**config.mk**
```make
export PLATFORM = sky130hd
export DESIGN_NAME = flic_top
export DESIGN_NICKNAME = d
export VERILOG_FILES = /design/src/core/flic_pkg.sv /design/src/core/flic_top.sv /design/src/core/flic_arbiter.sv
export VERILOG_INCLUDE_DIRS = /design/src /design/src/core
export SDC_FILE = /design/constraint.sdc
export NUM_CORES = 1
export LEC_CHECK = 0
export ABC_CLOCK_PERIOD_IN_PS = 24200
export BUFFER_PORTS_ARGS = -buffer_cell sky130_fd_sc_hd__clkbuf_2
export CORE_ASPECT_RATIO = 2
export CORE_MARGIN = 1
export CORE_UTILIZATION = 55
export DETAILED_ROUTE_END_ITERATION = 7
export MAX_ROUTING_LAYER = met4
export PLACE_DENSITY_LB_ADDON = 0.15
export SLEW_MARGIN = 10
export SYNTH_ARGS = -nofsm -noshare
export SYNTH_HDL_FRONTEND = slang
export SYNTH_SLANG_ARGS = --single-unit
```
**constraint.sdc**
```tcl
create_clock -name clk_i -period 24.2 [get_ports clk_i]
set_clock_uncertainty 0.15 [all_clocks]
set_input_delay 7.26 -clock clk_i [delete_from_list [all_inputs] [get_ports clk_i]]
set_output_delay 7.26 -clock clk_i [all_outputs]
set_load 0.02 [all_outputs]
```
**src/core/flic_map.svh**
```systemverilog
// Register map, field positions, reset values and vectors of the controller
// What this block does
// - Eleven interrupt sources, each with a vector
// - Per-source enable bit gates every request
// - Global enable bit 7 blocks all sources
// - Level is high bit over low bit
// - Only a higher level preempts a running handler
// - Level three handler blocks every further request
// - Higher level wins among simultaneous requests
// - Fixed polling order breaks ties within a level
// - Counter array, keyboard, serial peripheral vectors fixed
// - Main enable register at A8h, resets zero
// - Main low priority register at B8h
// - Main high priority register at B7h
// - Second enable register at B1h
`ifndef FLIC_MAP_SVH
`define FLIC_MAP_SVH

`define FLIC_ADDR_IEN_MAIN 8'ha8
`define FLIC_ADDR_IPL_MAIN 8'hb8
`define FLIC_ADDR_IPH_MAIN 8'hb7
`define FLIC_ADDR_IEN_SECOND 8'hb1
`define FLIC_ADDR_IPL_SECOND 8'hb2
`define FLIC_ADDR_IPH_SECOND 8'hb3

`define FLIC_RST_REG 8'h00
`define FLIC_MASK_IEN_MAIN 8'hff
`define FLIC_MASK_PRIO_MAIN 8'h7f
`define FLIC_MASK_SECOND 8'h47
`define FLIC_BIT_GLOBAL_EN 7

`define FLIC_VEC_EXT0 16'h0003
`define FLIC_VEC_TMR0 16'h000b
`define FLIC_VEC_EXT1 16'h0013
`define FLIC_VEC_TMR1 16'h001b
`define FLIC_VEC_SERIAL 16'h0023
`define FLIC_VEC_TMR2 16'h002b
`define FLIC_VEC_CNT_ARRAY 16'h0033
`define FLIC_VEC_KBD 16'h003b
`define FLIC_VEC_TWI 16'h0043
`define FLIC_VEC_SPI 16'h004b
`define FLIC_VEC_BUSDEV 16'h0053

`endif

```
**src/core/flic_pkg.sv**
```systemverilog
// Types shared by the interrupt controller files
`default_nettype none
package flic_pkg;
    typedef logic [1:0] flic_level_t;
    // Source index equals polling position, zero polled first
    typedef enum logic [3:0] {
        FLIC_SRC_EXT0 = 4'h0,
        FLIC_SRC_TMR0 = 4'h1,
        FLIC_SRC_EXT1 = 4'h2,
        FLIC_SRC_TMR1 = 4'h3,
        FLIC_SRC_CNT_ARRAY = 4'h4,
        FLIC_SRC_SERIAL = 4'h5,
        FLIC_SRC_TMR2 = 4'h6,
        FLIC_SRC_KBD = 4'h7,
        FLIC_SRC_TWI = 4'h8,
        FLIC_SRC_SPI = 4'h9,
        FLIC_SRC_BUSDEV = 4'ha
    } flic_src_t;
endpackage : flic_pkg
`default_nettype wire

```
**src/core/flic_top.sv**
```systemverilog
// Four level interrupt controller with special function registers
`timescale 1ns/1ps
`default_nettype none
`include "flic_map.svh"
module flic_top #(
    parameter int NUM_SRC = 11
) (
    // Clock and reset
    input wire logic clk_i,
    input wire logic rst_i,
    // Special function register port
    input wire logic [7:0] sfr_addr_i,
    input wire logic sfr_wr_i,
    input wire logic [7:0] sfr_wdata_i,
    input wire logic sfr_bit_wr_i,
    input wire logic [2:0] sfr_bit_sel_i,
    input wire logic sfr_bit_val_i,
    output logic [7:0] sfr_rdata_o,
    // Peripheral requests, index is polling position
    input wire logic [NUM_SRC-1:0] irq_req_i,
    // Core side
    input wire logic ack_i,
    input wire logic reti_i,
    output logic irq_o,
    output logic [15:0] vec_o,
    output logic [3:0] src_o,
    output logic [1:0] level_o,
    output logic [3:0] in_service_o
);
    logic [7:0] ien_main_reg;
    logic [7:0] ipl_main_reg;
    logic [7:0] iph_main_reg;
    logic [7:0] ien_second_reg;
    logic [7:0] ipl_second_reg;
    logic [7:0] iph_second_reg;
    logic [3:0] in_service_reg;
    logic [3:0] in_service_next;
    logic irq_reg;
    logic [15:0] vec_reg;
    logic [3:0] src_reg;
    logic [1:0] level_reg;
    logic [7:0] rdata_reg;
    logic [7:0] rdata_next;

    function automatic logic [7:0] reg_update(input logic [7:0] old,
        input logic [7:0] mask, input logic sel_hit, input logic bit_hit);
        logic [7:0] v;
        v = old;
        if (sel_hit && sfr_wr_i)
        begin
            v = sfr_wdata_i;
        end
        else if (bit_hit && sfr_bit_wr_i)
        begin
            v[sfr_bit_sel_i] = sfr_bit_val_i;
        end
        return v & mask;
    endfunction : reg_update

    function automatic logic [15:0] vec_of(input logic [3:0] idx);
        logic [15:0] v;
        v = `FLIC_VEC_BUSDEV;
        case (idx)
            flic_pkg::FLIC_SRC_EXT0: v = `FLIC_VEC_EXT0;
            flic_pkg::FLIC_SRC_TMR0: v = `FLIC_VEC_TMR0;
            flic_pkg::FLIC_SRC_EXT1: v = `FLIC_VEC_EXT1;
            flic_pkg::FLIC_SRC_TMR1: v = `FLIC_VEC_TMR1;
            flic_pkg::FLIC_SRC_CNT_ARRAY: v = `FLIC_VEC_CNT_ARRAY;
            flic_pkg::FLIC_SRC_SERIAL: v = `FLIC_VEC_SERIAL;
            flic_pkg::FLIC_SRC_TMR2: v = `FLIC_VEC_TMR2;
            flic_pkg::FLIC_SRC_KBD: v = `FLIC_VEC_KBD;
            flic_pkg::FLIC_SRC_TWI: v = `FLIC_VEC_TWI;
            flic_pkg::FLIC_SRC_SPI: v = `FLIC_VEC_SPI;
            default: v = `FLIC_VEC_BUSDEV;
        endcase
        return v;
    endfunction : vec_of

    // Address decode
    wire hit_ien_main = sfr_addr_i == `FLIC_ADDR_IEN_MAIN;
    wire hit_ipl_main = sfr_addr_i == `FLIC_ADDR_IPL_MAIN;
    wire hit_iph_main = sfr_addr_i == `FLIC_ADDR_IPH_MAIN;
    wire hit_ien_second = sfr_addr_i == `FLIC_ADDR_IEN_SECOND;
    wire hit_ipl_second = sfr_addr_i == `FLIC_ADDR_IPL_SECOND;
    wire hit_iph_second = sfr_addr_i == `FLIC_ADDR_IPH_SECOND;

    always_comb
    begin
        rdata_next = 8'h00;
        if (hit_ien_main)
            rdata_next = ien_main_reg;
        else if (hit_ipl_main)
            rdata_next = ipl_main_reg;
        else if (hit_iph_main)
            rdata_next = iph_main_reg;
        else if (hit_ien_second)
            rdata_next = ien_second_reg;
        else if (hit_ipl_second)
            rdata_next = ipl_second_reg;
        else if (hit_iph_second)
            rdata_next = iph_second_reg;
    end

    // Per-source enable and priority bits, in polling order
    wire [NUM_SRC-1:0] en_vec = NUM_SRC'({ien_second_reg[6],
        ien_second_reg[2], ien_second_reg[1], ien_second_reg[0],
        ien_main_reg[5], ien_main_reg[4], ien_main_reg[6],
        ien_main_reg[3:0]});
    wire [NUM_SRC-1:0] plo_vec = NUM_SRC'({ipl_second_reg[6],
        ipl_second_reg[2], ipl_second_reg[1], ipl_second_reg[0],
        ipl_main_reg[5], ipl_main_reg[4], ipl_main_reg[6],
        ipl_main_reg[3:0]});
    wire [NUM_SRC-1:0] phi_vec = NUM_SRC'({iph_second_reg[6],
        iph_second_reg[2], iph_second_reg[1], iph_second_reg[0],
        iph_main_reg[5], iph_main_reg[4], iph_main_reg[6],
        iph_main_reg[3:0]});
    wire global_en = ien_main_reg[`FLIC_BIT_GLOBAL_EN];

    // Highest level now in service
    wire cur_valid = |in_service_reg;
    wire [1:0] cur_lvl = in_service_reg[3] ? 2'h3 :
        in_service_reg[2] ? 2'h2 : in_service_reg[1] ? 2'h1 : 2'h0;

    wire [2*NUM_SRC-1:0] lvl_vec;
    wire [NUM_SRC-1:0] elig;
    genvar g;
    generate
        for (g = 0; g < NUM_SRC; g++)
        begin : g_src
            assign lvl_vec[2*g +: 2] = {phi_vec[g], plo_vec[g]};
            // Enable, global gate, and strict preemption
            assign elig[g] = irq_req_i[g] && en_vec[g] && global_en
                && (!cur_valid || lvl_vec[2*g +: 2] > cur_lvl);
        end
    endgenerate

    wire win_valid;
    wire [3:0] win_idx;
    flic_pkg::flic_level_t win_lvl;
    flic_arbiter #(
        .NUM_SRC(NUM_SRC)
    ) u_arb (
        .elig_i(elig),
        .level_i(lvl_vec),
        .valid_o(win_valid),
        .idx_o(win_idx),
        .level_o(win_lvl)
    );

    // Return releases the top level, acknowledge marks the taken one
    wire [3:0] released = in_service_reg[3] ? {1'b0, in_service_reg[2:0]} :
        in_service_reg[2] ? {2'b00, in_service_reg[1:0]} :
        in_service_reg[1] ? {3'b000, in_service_reg[0]} : 4'h0;
    wire [3:0] after_ret = reti_i ? released : in_service_reg;
    wire take = ack_i && irq_reg;
    assign in_service_next = after_ret | (take ? 4'(1 << level_reg) : 4'h0);

    always_ff @(posedge clk_i)
    begin
        if (rst_i)
        begin
            ien_main_reg <= `FLIC_RST_REG;
            ipl_main_reg <= `FLIC_RST_REG;
            iph_main_reg <= `FLIC_RST_REG;
            ien_second_reg <= `FLIC_RST_REG;
            ipl_second_reg <= `FLIC_RST_REG;
            iph_second_reg <= `FLIC_RST_REG;
        end
        else
        begin
            ien_main_reg <= reg_update(ien_main_reg, `FLIC_MASK_IEN_MAIN,
                hit_ien_main, hit_ien_main);
            ipl_main_reg <= reg_update(ipl_main_reg, `FLIC_MASK_PRIO_MAIN,
                hit_ipl_main, hit_ipl_main);
            iph_main_reg <= reg_update(iph_main_reg, `FLIC_MASK_PRIO_MAIN,
                hit_iph_main, 1'b0);
            ien_second_reg <= reg_update(ien_second_reg, `FLIC_MASK_SECOND,
                hit_ien_second, 1'b0);
            ipl_second_reg <= reg_update(ipl_second_reg, `FLIC_MASK_SECOND,
                hit_ipl_second, 1'b0);
            iph_second_reg <= reg_update(iph_second_reg, `FLIC_MASK_SECOND,
                hit_iph_second, 1'b0);
        end
    end

    always_ff @(posedge clk_i)
    begin
        if (rst_i)
        begin
            in_service_reg <= 4'h0;
            irq_reg <= 1'b0;
            vec_reg <= 16'h0000;
            src_reg <= 4'h0;
            level_reg <= 2'h0;
            rdata_reg <= 8'h00;
        end
        else
        begin
            in_service_reg <= in_service_next;
            // Drop for one cycle after an acknowledge
            irq_reg <= win_valid && !ack_i;
            vec_reg <= vec_of(win_idx);
            src_reg <= win_idx;
            level_reg <= win_lvl;
            rdata_reg <= rdata_next;
        end
    end

    assign irq_o = irq_reg;
    assign vec_o = vec_reg;
    assign src_o = src_reg;
    assign level_o = level_reg;
    assign in_service_o = in_service_reg;
    assign sfr_rdata_o = rdata_reg;

    // Checker helpers: previous-cycle view of the candidates
    logic [NUM_SRC-1:0] en_q;
    logic [NUM_SRC-1:0] elig_q;
    logic [2*NUM_SRC-1:0] lvl_q;
    logic cur_valid_q;
    logic [1:0] cur_lvl_q;
    always_ff @(posedge clk_i)
    begin
        en_q <= en_vec;
        elig_q <= elig;
        lvl_q <= lvl_vec;
        cur_valid_q <= cur_valid;
        cur_lvl_q <= cur_lvl;
    end
    logic beaten;
    always_comb
    begin
        beaten = 1'b0;
        for (int i = 0; i < NUM_SRC; i++)
        begin
            if (elig_q[i] && (lvl_q[2*i +: 2] > level_reg
                || (lvl_q[2*i +: 2] == level_reg && 4'(i) < src_reg)))
                beaten = 1'b1;
        end
    end

    chk_global_gate: assert property (@(posedge clk_i) disable iff (rst_i)
        !global_en |=> !irq_o) else $error("request while globally disabled");
    chk_src_enable: assert property (@(posedge clk_i) disable iff (rst_i)
        irq_o |-> en_q[src_o]) else $error("disabled source forwarded");
    chk_top_block: assert property (@(posedge clk_i) disable iff (rst_i)
        in_service_reg[3] |=> !irq_o) else $error("request over level three");
    chk_preempt_higher: assert property (@(posedge clk_i) disable iff (rst_i)
        irq_o && cur_valid_q |-> level_o > cur_lvl_q)
        else $error("preemption by equal or lower level");
    chk_level_pick: assert property (@(posedge clk_i) disable iff (rst_i)
        irq_o |-> level_o == lvl_q[2*src_o +: 2] && !beaten)
        else $error("wrong level chosen");
    chk_poll_order: assert property (@(posedge clk_i) disable iff (rst_i)
        $rose(irq_o) |-> !beaten) else $error("polling order broken");
    chk_vec_cnt: assert property (@(posedge clk_i) disable iff (rst_i)
        irq_o && src_o == flic_pkg::FLIC_SRC_CNT_ARRAY |-> vec_o == 16'h0033)
        else $error("counter array vector wrong");
    chk_vec_spi: assert property (@(posedge clk_i) disable iff (rst_i)
        irq_o && src_o == flic_pkg::FLIC_SRC_SPI |-> vec_o == 16'h004b)
        else $error("serial peripheral vector wrong");
    chk_reset_zero: assert property (@(posedge clk_i)
        rst_i |=> ien_main_reg == 8'h00 && in_service_reg == 4'h0)
        else $error("enable register not zero after reset");
    chk_low_write: assert property (@(posedge clk_i) disable iff (rst_i)
        sfr_wr_i && hit_ipl_main |=> ipl_main_reg == {1'b0, $past(sfr_wdata_i[6:0])})
        else $error("low priority write lost");
    chk_high_write: assert property (@(posedge clk_i) disable iff (rst_i)
        sfr_wr_i && hit_iph_main ##1 hit_iph_main |=> sfr_rdata_o == iph_main_reg)
        else $error("high priority readback wrong");
    chk_second_write: assert property (@(posedge clk_i) disable iff (rst_i)
        sfr_wr_i && hit_ien_second |=> ien_second_reg == ($past(sfr_wdata_i) & 8'h47))
        else $error("second enable write wrong");
    chk_ack_mark: assert property (@(posedge clk_i) disable iff (rst_i)
        ack_i && irq_o |=> in_service_reg[$past(level_o)] && !irq_o)
        else $error("acknowledged level not marked");
    chk_ret_release: assert property (@(posedge clk_i) disable iff (rst_i)
        reti_i && !ack_i && cur_valid |=> $countones(in_service_reg)
        == $countones($past(in_service_reg)) - 1) else $error("return not released");
endmodule : flic_top
`default_nettype wire

```
**src/core/flic_arbiter.sv**
```systemverilog
// Level then polling order arbiter
`timescale 1ns/1ps
`default_nettype none
module flic_arbiter #(
    parameter int NUM_SRC = 11
) (
    // Candidates
    input wire logic [NUM_SRC-1:0] elig_i,
    input wire logic [2*NUM_SRC-1:0] level_i,
    // Winner
    output logic valid_o,
    output logic [3:0] idx_o,
    output flic_pkg::flic_level_t level_o
);
    // Strictly greater keeps the lowest index among equals
    always_comb
    begin
        valid_o = 1'b0;
        idx_o = 4'h0;
        level_o = 2'h0;
        for (int i = 0; i < NUM_SRC; i++)
        begin
            if (elig_i[i] && (!valid_o || level_i[2*i +: 2] > level_o))
            begin
                valid_o = 1'b1;
                idx_o = 4'(i);
                level_o = level_i[2*i +: 2];
            end
        end
    end
endmodule : flic_arbiter
`default_nettype wire

```
# ---- Word level (Yosys, flattened, before mapping)
# Memories as Yosys holds them, arrays and structs flattened. A register that Yosys moved wholly into a read port is not among the register bits.
# Index checks and enable logic that the tools add are counted.
dict set report word_totals {
  register_bits 69
  rom_bits 64
  inputBits 37
  wordCells 188
  n_memories 1
}
dict set report classes {
  n_lt_le_gt_ge 23
  n_eq_ne 6
  shifts 1
  n_mux 54
  bitwise_logic 1
  reduce_logical 90
}
# memory depth width rd rd_clocked_by_memory_dff wr line_no
set mem_list {}
lappend mem_list {{(no name shown)} 16 4 1 1 0 flic_top.sv:63} ;# case (idx)
# operator count
set op_table {}
lappend op_table {{$logic_and 1x1->1} 54}
lappend op_table {{$eq 8x8->1 const B} 6}
lappend op_table {{$gt 2x2->1} 21}
lappend op_table {{$mux 8} 5}
lappend op_table {{$mux 7} 5}
lappend op_table {{$mux 2} 16}
lappend op_table {{$logic_or 1x1->1} 21}
lappend op_table {{$mux 4} 5}
lappend op_table {{$bwmux 8} 2}
lappend op_table {{$mux 1} 15}
lappend op_table {{$mux 3} 5}
lappend op_table {{$logic_not 1->1} 12}
lappend op_table {{$lt 3x4->1 const B} 1}
lappend op_table {{$or 4x4->4} 1}
lappend op_table {{$reduce_bool 2->1} 2}
lappend op_table {{$reduce_or 4->1} 1}
lappend op_table {{$shl 1x2->4 const A} 1}
lappend op_table {{$demux 1 s3} 1}
lappend op_table {{$ge 3x1->1 const B} 1}

# ---- Longest topological paths before layout
dict set report depth {
  ltp_word 48
  ltp_mapped 75
}

# ---- By module
# A second synthesis with hierarchy kept.
dict set report hier_totals {
  cells_unflattened 546
  hier_area_um2 4465.5
}
# module n_inst cells_per_inst area_per_inst_um2 seq_area_each_um2
set modules_own_cells {}
lappend modules_own_cells {flic_top 1 399 3418.3 1141.1}
lappend modules_own_cells {flic_arbiter 1 147 1047.3 0.0}

# ---- Worst setup path before layout
# No wires, ideal clock.
dict set report synth_path {
  kind {input port to flip-flop}
  startpoint {input irq_req_i[0]}
  endpoint {register vec_reg[4], in the netlist vec_o[4]}
  arrival_time_ns 18.818
  slack_ns 5.096
  stages 65
  n_path_buf 0
  cell_sequence {and3_4 nand2_1 a21oi_1 inv_1 ha_1 nor2b_1 o21ai_0 o211ai_1 a32oi_1 ha_1 nor2b_1 a2bb2oi_1 a211o_1 and4b_1 a21o_1 ha_1 nor2b_1 a2bb2oi_1 (+29 left out) a21oi_1 o41ai_2 ha_1 nor2b_1 o21ai_0 a21boi_1 nand2_1 o21a_1 ha_1 nor2b_1 o21ai_0 o21ai_0 nand2_1 a21boi_0 ha_1 inv_1 o31a_1 o32ai_2}
}
dict set report synth_via {
  elab_chain_cells 44
  elab_cells_between_ends 73
}
# element line_no
set synth_rtl {}
lappend synth_rtl {{from (decl)} flic_top.sv:20} ;# input wire logic [NUM_SRC-1:0] irq_req_i,
lappend synth_rtl {{$logic_and 1x1->1 (*) (2 in series)} flic_top.sv:132} ;# assign elig[g] = irq_req_i[g] && en_vec[g] && global_en
lappend synth_rtl {{$logic_and 1x1->1 (*)} flic_top.sv:133} ;# && (!cur_valid || lvl_vec[2*g +: 2] > cur_lvl);
lappend synth_rtl {{$mux 2 or $mux 1 (tied branches)} flic_arbiter.sv:23} ;# if (elig_i[i] && (!valid_o || level_i[2*i +: 2] > level_o))
lappend synth_rtl {{$gt 2x2->1 or $logic_not 1->1 (tied branches)} flic_arbiter.sv:23}
lappend synth_rtl {{$logic_or 1x1->1} flic_arbiter.sv:23}
lappend synth_rtl {{$logic_and 1x1->1} flic_arbiter.sv:23}
lappend synth_rtl {{$mux 2 or $mux 1 (tied branches)} flic_arbiter.sv:23}
lappend synth_rtl {{$gt 2x2->1 or $logic_not 1->1 (tied branches)} flic_arbiter.sv:23}
lappend synth_rtl {{(+27 left out)} --}
lappend synth_rtl {{$gt 2x2->1 or $logic_not 1->1 (tied branches)} flic_arbiter.sv:23}
lappend synth_rtl {{$logic_or 1x1->1} flic_arbiter.sv:23}
lappend synth_rtl {{$logic_and 1x1->1} flic_arbiter.sv:23}
lappend synth_rtl {{$mux 2 or $mux 1 (tied branches)} flic_arbiter.sv:23}
lappend synth_rtl {{$gt 2x2->1 or $logic_not 1->1 (tied branches)} flic_arbiter.sv:23}
lappend synth_rtl {{$logic_or 1x1->1} flic_arbiter.sv:23}
lappend synth_rtl {{$logic_and 1x1->1} flic_arbiter.sv:23}
lappend synth_rtl {{$mux 4 (*)} flic_arbiter.sv:23}
lappend synth_rtl {{to (decl)} flic_top.sv:39} ;# logic [15:0] vec_reg;
# Mark *: on every way between the ends. The rest lies on a longest branch, timed or not.
# A chain may end at the register's enable or synchronous reset.

# ---- Final worst setup path
# Same ends and word-level chain as after synthesis.

==> results.yml <==
clocking:
  cts_tree: "done"
  clock-sinks: 57
  clock_latency_ns: 0.33
  numCtsBuffers: 9
  cts_hold_buf: 0
  cts.clk_slew.worst_paths_ns: 0.06
  clockBufferDepth: 2
  cts-htree-levels: 3
  root_buffer: "clkbuf_16"
  post_cts_resized: 0
  cts_setup_buffers: 0
finish:
  area_growth_pct: 15.7
  layout_commonest_cell: "nand2_1"
  stdcell_count: 727
  layout.nets: 707
  n_fill_cell: 684
  final_cell_mix: "nand2_1 (78), clkbuf_2 (61), dfxtp_1 (57)"
  final_area_um2: 5020
  drive_gt1_frac: 0.180
  antenna_cells: 0
floorplanning:
  start_util: 0.571
  die_y_um: 128
  design.die.area_um2: 8270
  rows: 45
  dieWidth_um: 64.8
  core_um2: 7600
  io-pin-count: 72
setup_path:
  slowest_delay_ns: 0.50
  crit_end: "vec_o[4]"
  reg2reg_depth: 70
  cp-start-kind: "primary input"
  crit_top_cell: "ha_1"
  crit_start: "irq_req_i[0]"
  r2r_end: "vec_o[4]"
  cp-end-kind: "register"
  required_ns: 24.25
  rrSetupSlack_ns: 9.26
  worstReg2RegStart: "in_service_o[1]"
  crit_slowest_cell: "a21oi_1"
  critical_path_class: "primary input to register"
  crit_arrival_ns: 20.70
  cp_max_fo: 8
route:
  wl_per_cell_um: 18.4
  viasPerCell: 6.30
  antenna_left: 0
  num_vias: 4577
  detail_route.drc_violations: 0
  routed_wl_mm: 13.4
  drtIter0Drc: 293
  dr.pass1.iters: 5
status:
  status: "complete, no violations"
grt:
  overflow: 0
  grt_pass1_vias: 4563
  globalRouteMet2Util: 0.634
  grt-busiest-layer: "met2"
  grtUsageMet1: 0.296
  antenna_found_initial: 0
  grt_pass1_wl_mm: 21.1
  grt_start_max_net_pins: 52
  grtUsageMet3: 0.0563
  track_usage: 0.352
sta:
  slew_viol_final: 0
  setup-tns-final_ns: 0
  finalSetupViolCount: 0
  slew_headroom: 0.211
  fin_crit_sh: 0.853
  rsz0062_at_grt: "no"
  worst_pin_slew_ns: 1.18
  final-hold-violation-count: 0
  max_freq_ghz: 0.0484
  layout_min_cycle_time_ns: 20.65
min_path:
  hp-class: "register to register"
  hold_start: "ien_second_reg[0]"
synthesis:
  synth_compound_area_frac: 0.249
  netlist_instances: 570
  synth-simple-area-share: 0.280
  synth.ff_latch_count: 57
  ys_types: 71
  ys_seq_area_frac: 0.263
  async_flop_share: 0
  syn_area_um2: 4340
  synthXorXnorAreaFrac: 0
  muxShareOfSynthArea: 0.0208
  synth_top_family_by_area: "simple AND/OR/NAND/NOR gates"
  synth_flop_cell: "dfxtp_1"
  synth_edf_count: 0
  synth_fa_ha_area_frac: 0.121
  ys.warnings.count: 0
  syn_avg_cell_area_um2: 7.61
place:
  place_area_um2: 4690
  dp_hpwl_mm: 10.5
  place_inst: 711
  port-buffer-count: 61
  gp_congestion: 1.01
run:
  cap_viol_max_count: 0
power:
  p_total_w: 0.000249
  ir_drop_uv: 34.3
  p_leak_nw: 2.13
  powerDensity_nw_per_um2: 49.6
cells in the mapped netlist (7+ instances only):
library cell   n  area [um2]
dfxtp_1       57        1140
nor3_1        17        85.1
nand3_1       35         175
nor2_1        54         203
o21ai_0       27         135
buf_4         12        90.1
a211oi_1       7        52.6
and2_1         7        43.8
a21oi_1       48         240
a221oi_1       8        70.1
nor2b_1       18         113
ha_1          42         526
clkbuf_1      17        63.8
or3_1          7        43.8
nand2_1       78         293
inv_1         27         101
final cells by class:
cell class	instances	area [um2]	share of cell area
Tap cell	94	118	0.0234
Sequential cell	57	1140	0.227
Inverter	27	101	0.0202
Timing Repair Buffer	70	373	0.0743
Clock buffer	10	239	0.0476
Clock inverter	6	90.1	0.0180
Multi-Input combinational cell	463	2950	0.589
through the flow:
stage / setup WS (ns) / utilization / hold slack, ns
after detailed placement: 3.50 / 0.617 / 0.326
final: 3.55 / 0.660 / 0.336
after floorplan: 5.10 / - / 0.299
after global routing: 2.74 / 0.660 / 0.365
after global placement: 4.22 / 0.617 / 0.317
after CTS: 3.77 / 0.660 / 0.333
worst max-delay path: cells and delay by family:
| kind | cells | cell delay [ns] |
|---|---|---|
| simple gates | 19 | 2.87 |
| compound gates | 35 | 7.16 |
| buf+inv | 4 | 0.27 |
| fa+ha+maj | 11 | 3.14 |
routing by layer:
metal	part of all wire	vias up
li1	-	2170
met1	0.33	2121
met2	0.55	216
met3	0.047	70
met4	0.082	0
met5	0	-
logic make-up (layout without fill, tap and decap cells):
kind of cell             count (synthesis)  after routing
AND/OR/NAND/NOR                        247            247
buffers and inverters                   59            113
multiplexers                             8              8
flip-flops                              57             57
other                                    1             10
AO/OA/AOI/OAI                          156            156
adder cells (fa/ha/maj)                 42             42
where the power goes:
| group | leakage, nW | switching (W) | internal, W |
|---|---|---|---|
| Sequential | 0.459 | 0.000000131 | 0.0000941 |
| Combinational | 1.51 | 0.0000103 | 0.00000396 |
| Clock | 0.159 | 0.0000472 | 0.0000932 |
how the worst min path moves through the flow:
stage	slack (ns)	to	depth (start not counted)
after floorplan	0.30	ipl_second_reg[0]	2
after global placement	0.32	ipl_second_reg[0]	2
after detailed placement	0.33	ien_second_reg[0]	2
after CTS	0.33	ien_second_reg[0]	2
after global routing	0.37	ipl_second_reg[1]	2
final	0.34	ien_second_reg[0]	2
Note: power is estimated with default switching activity, not from simulation.
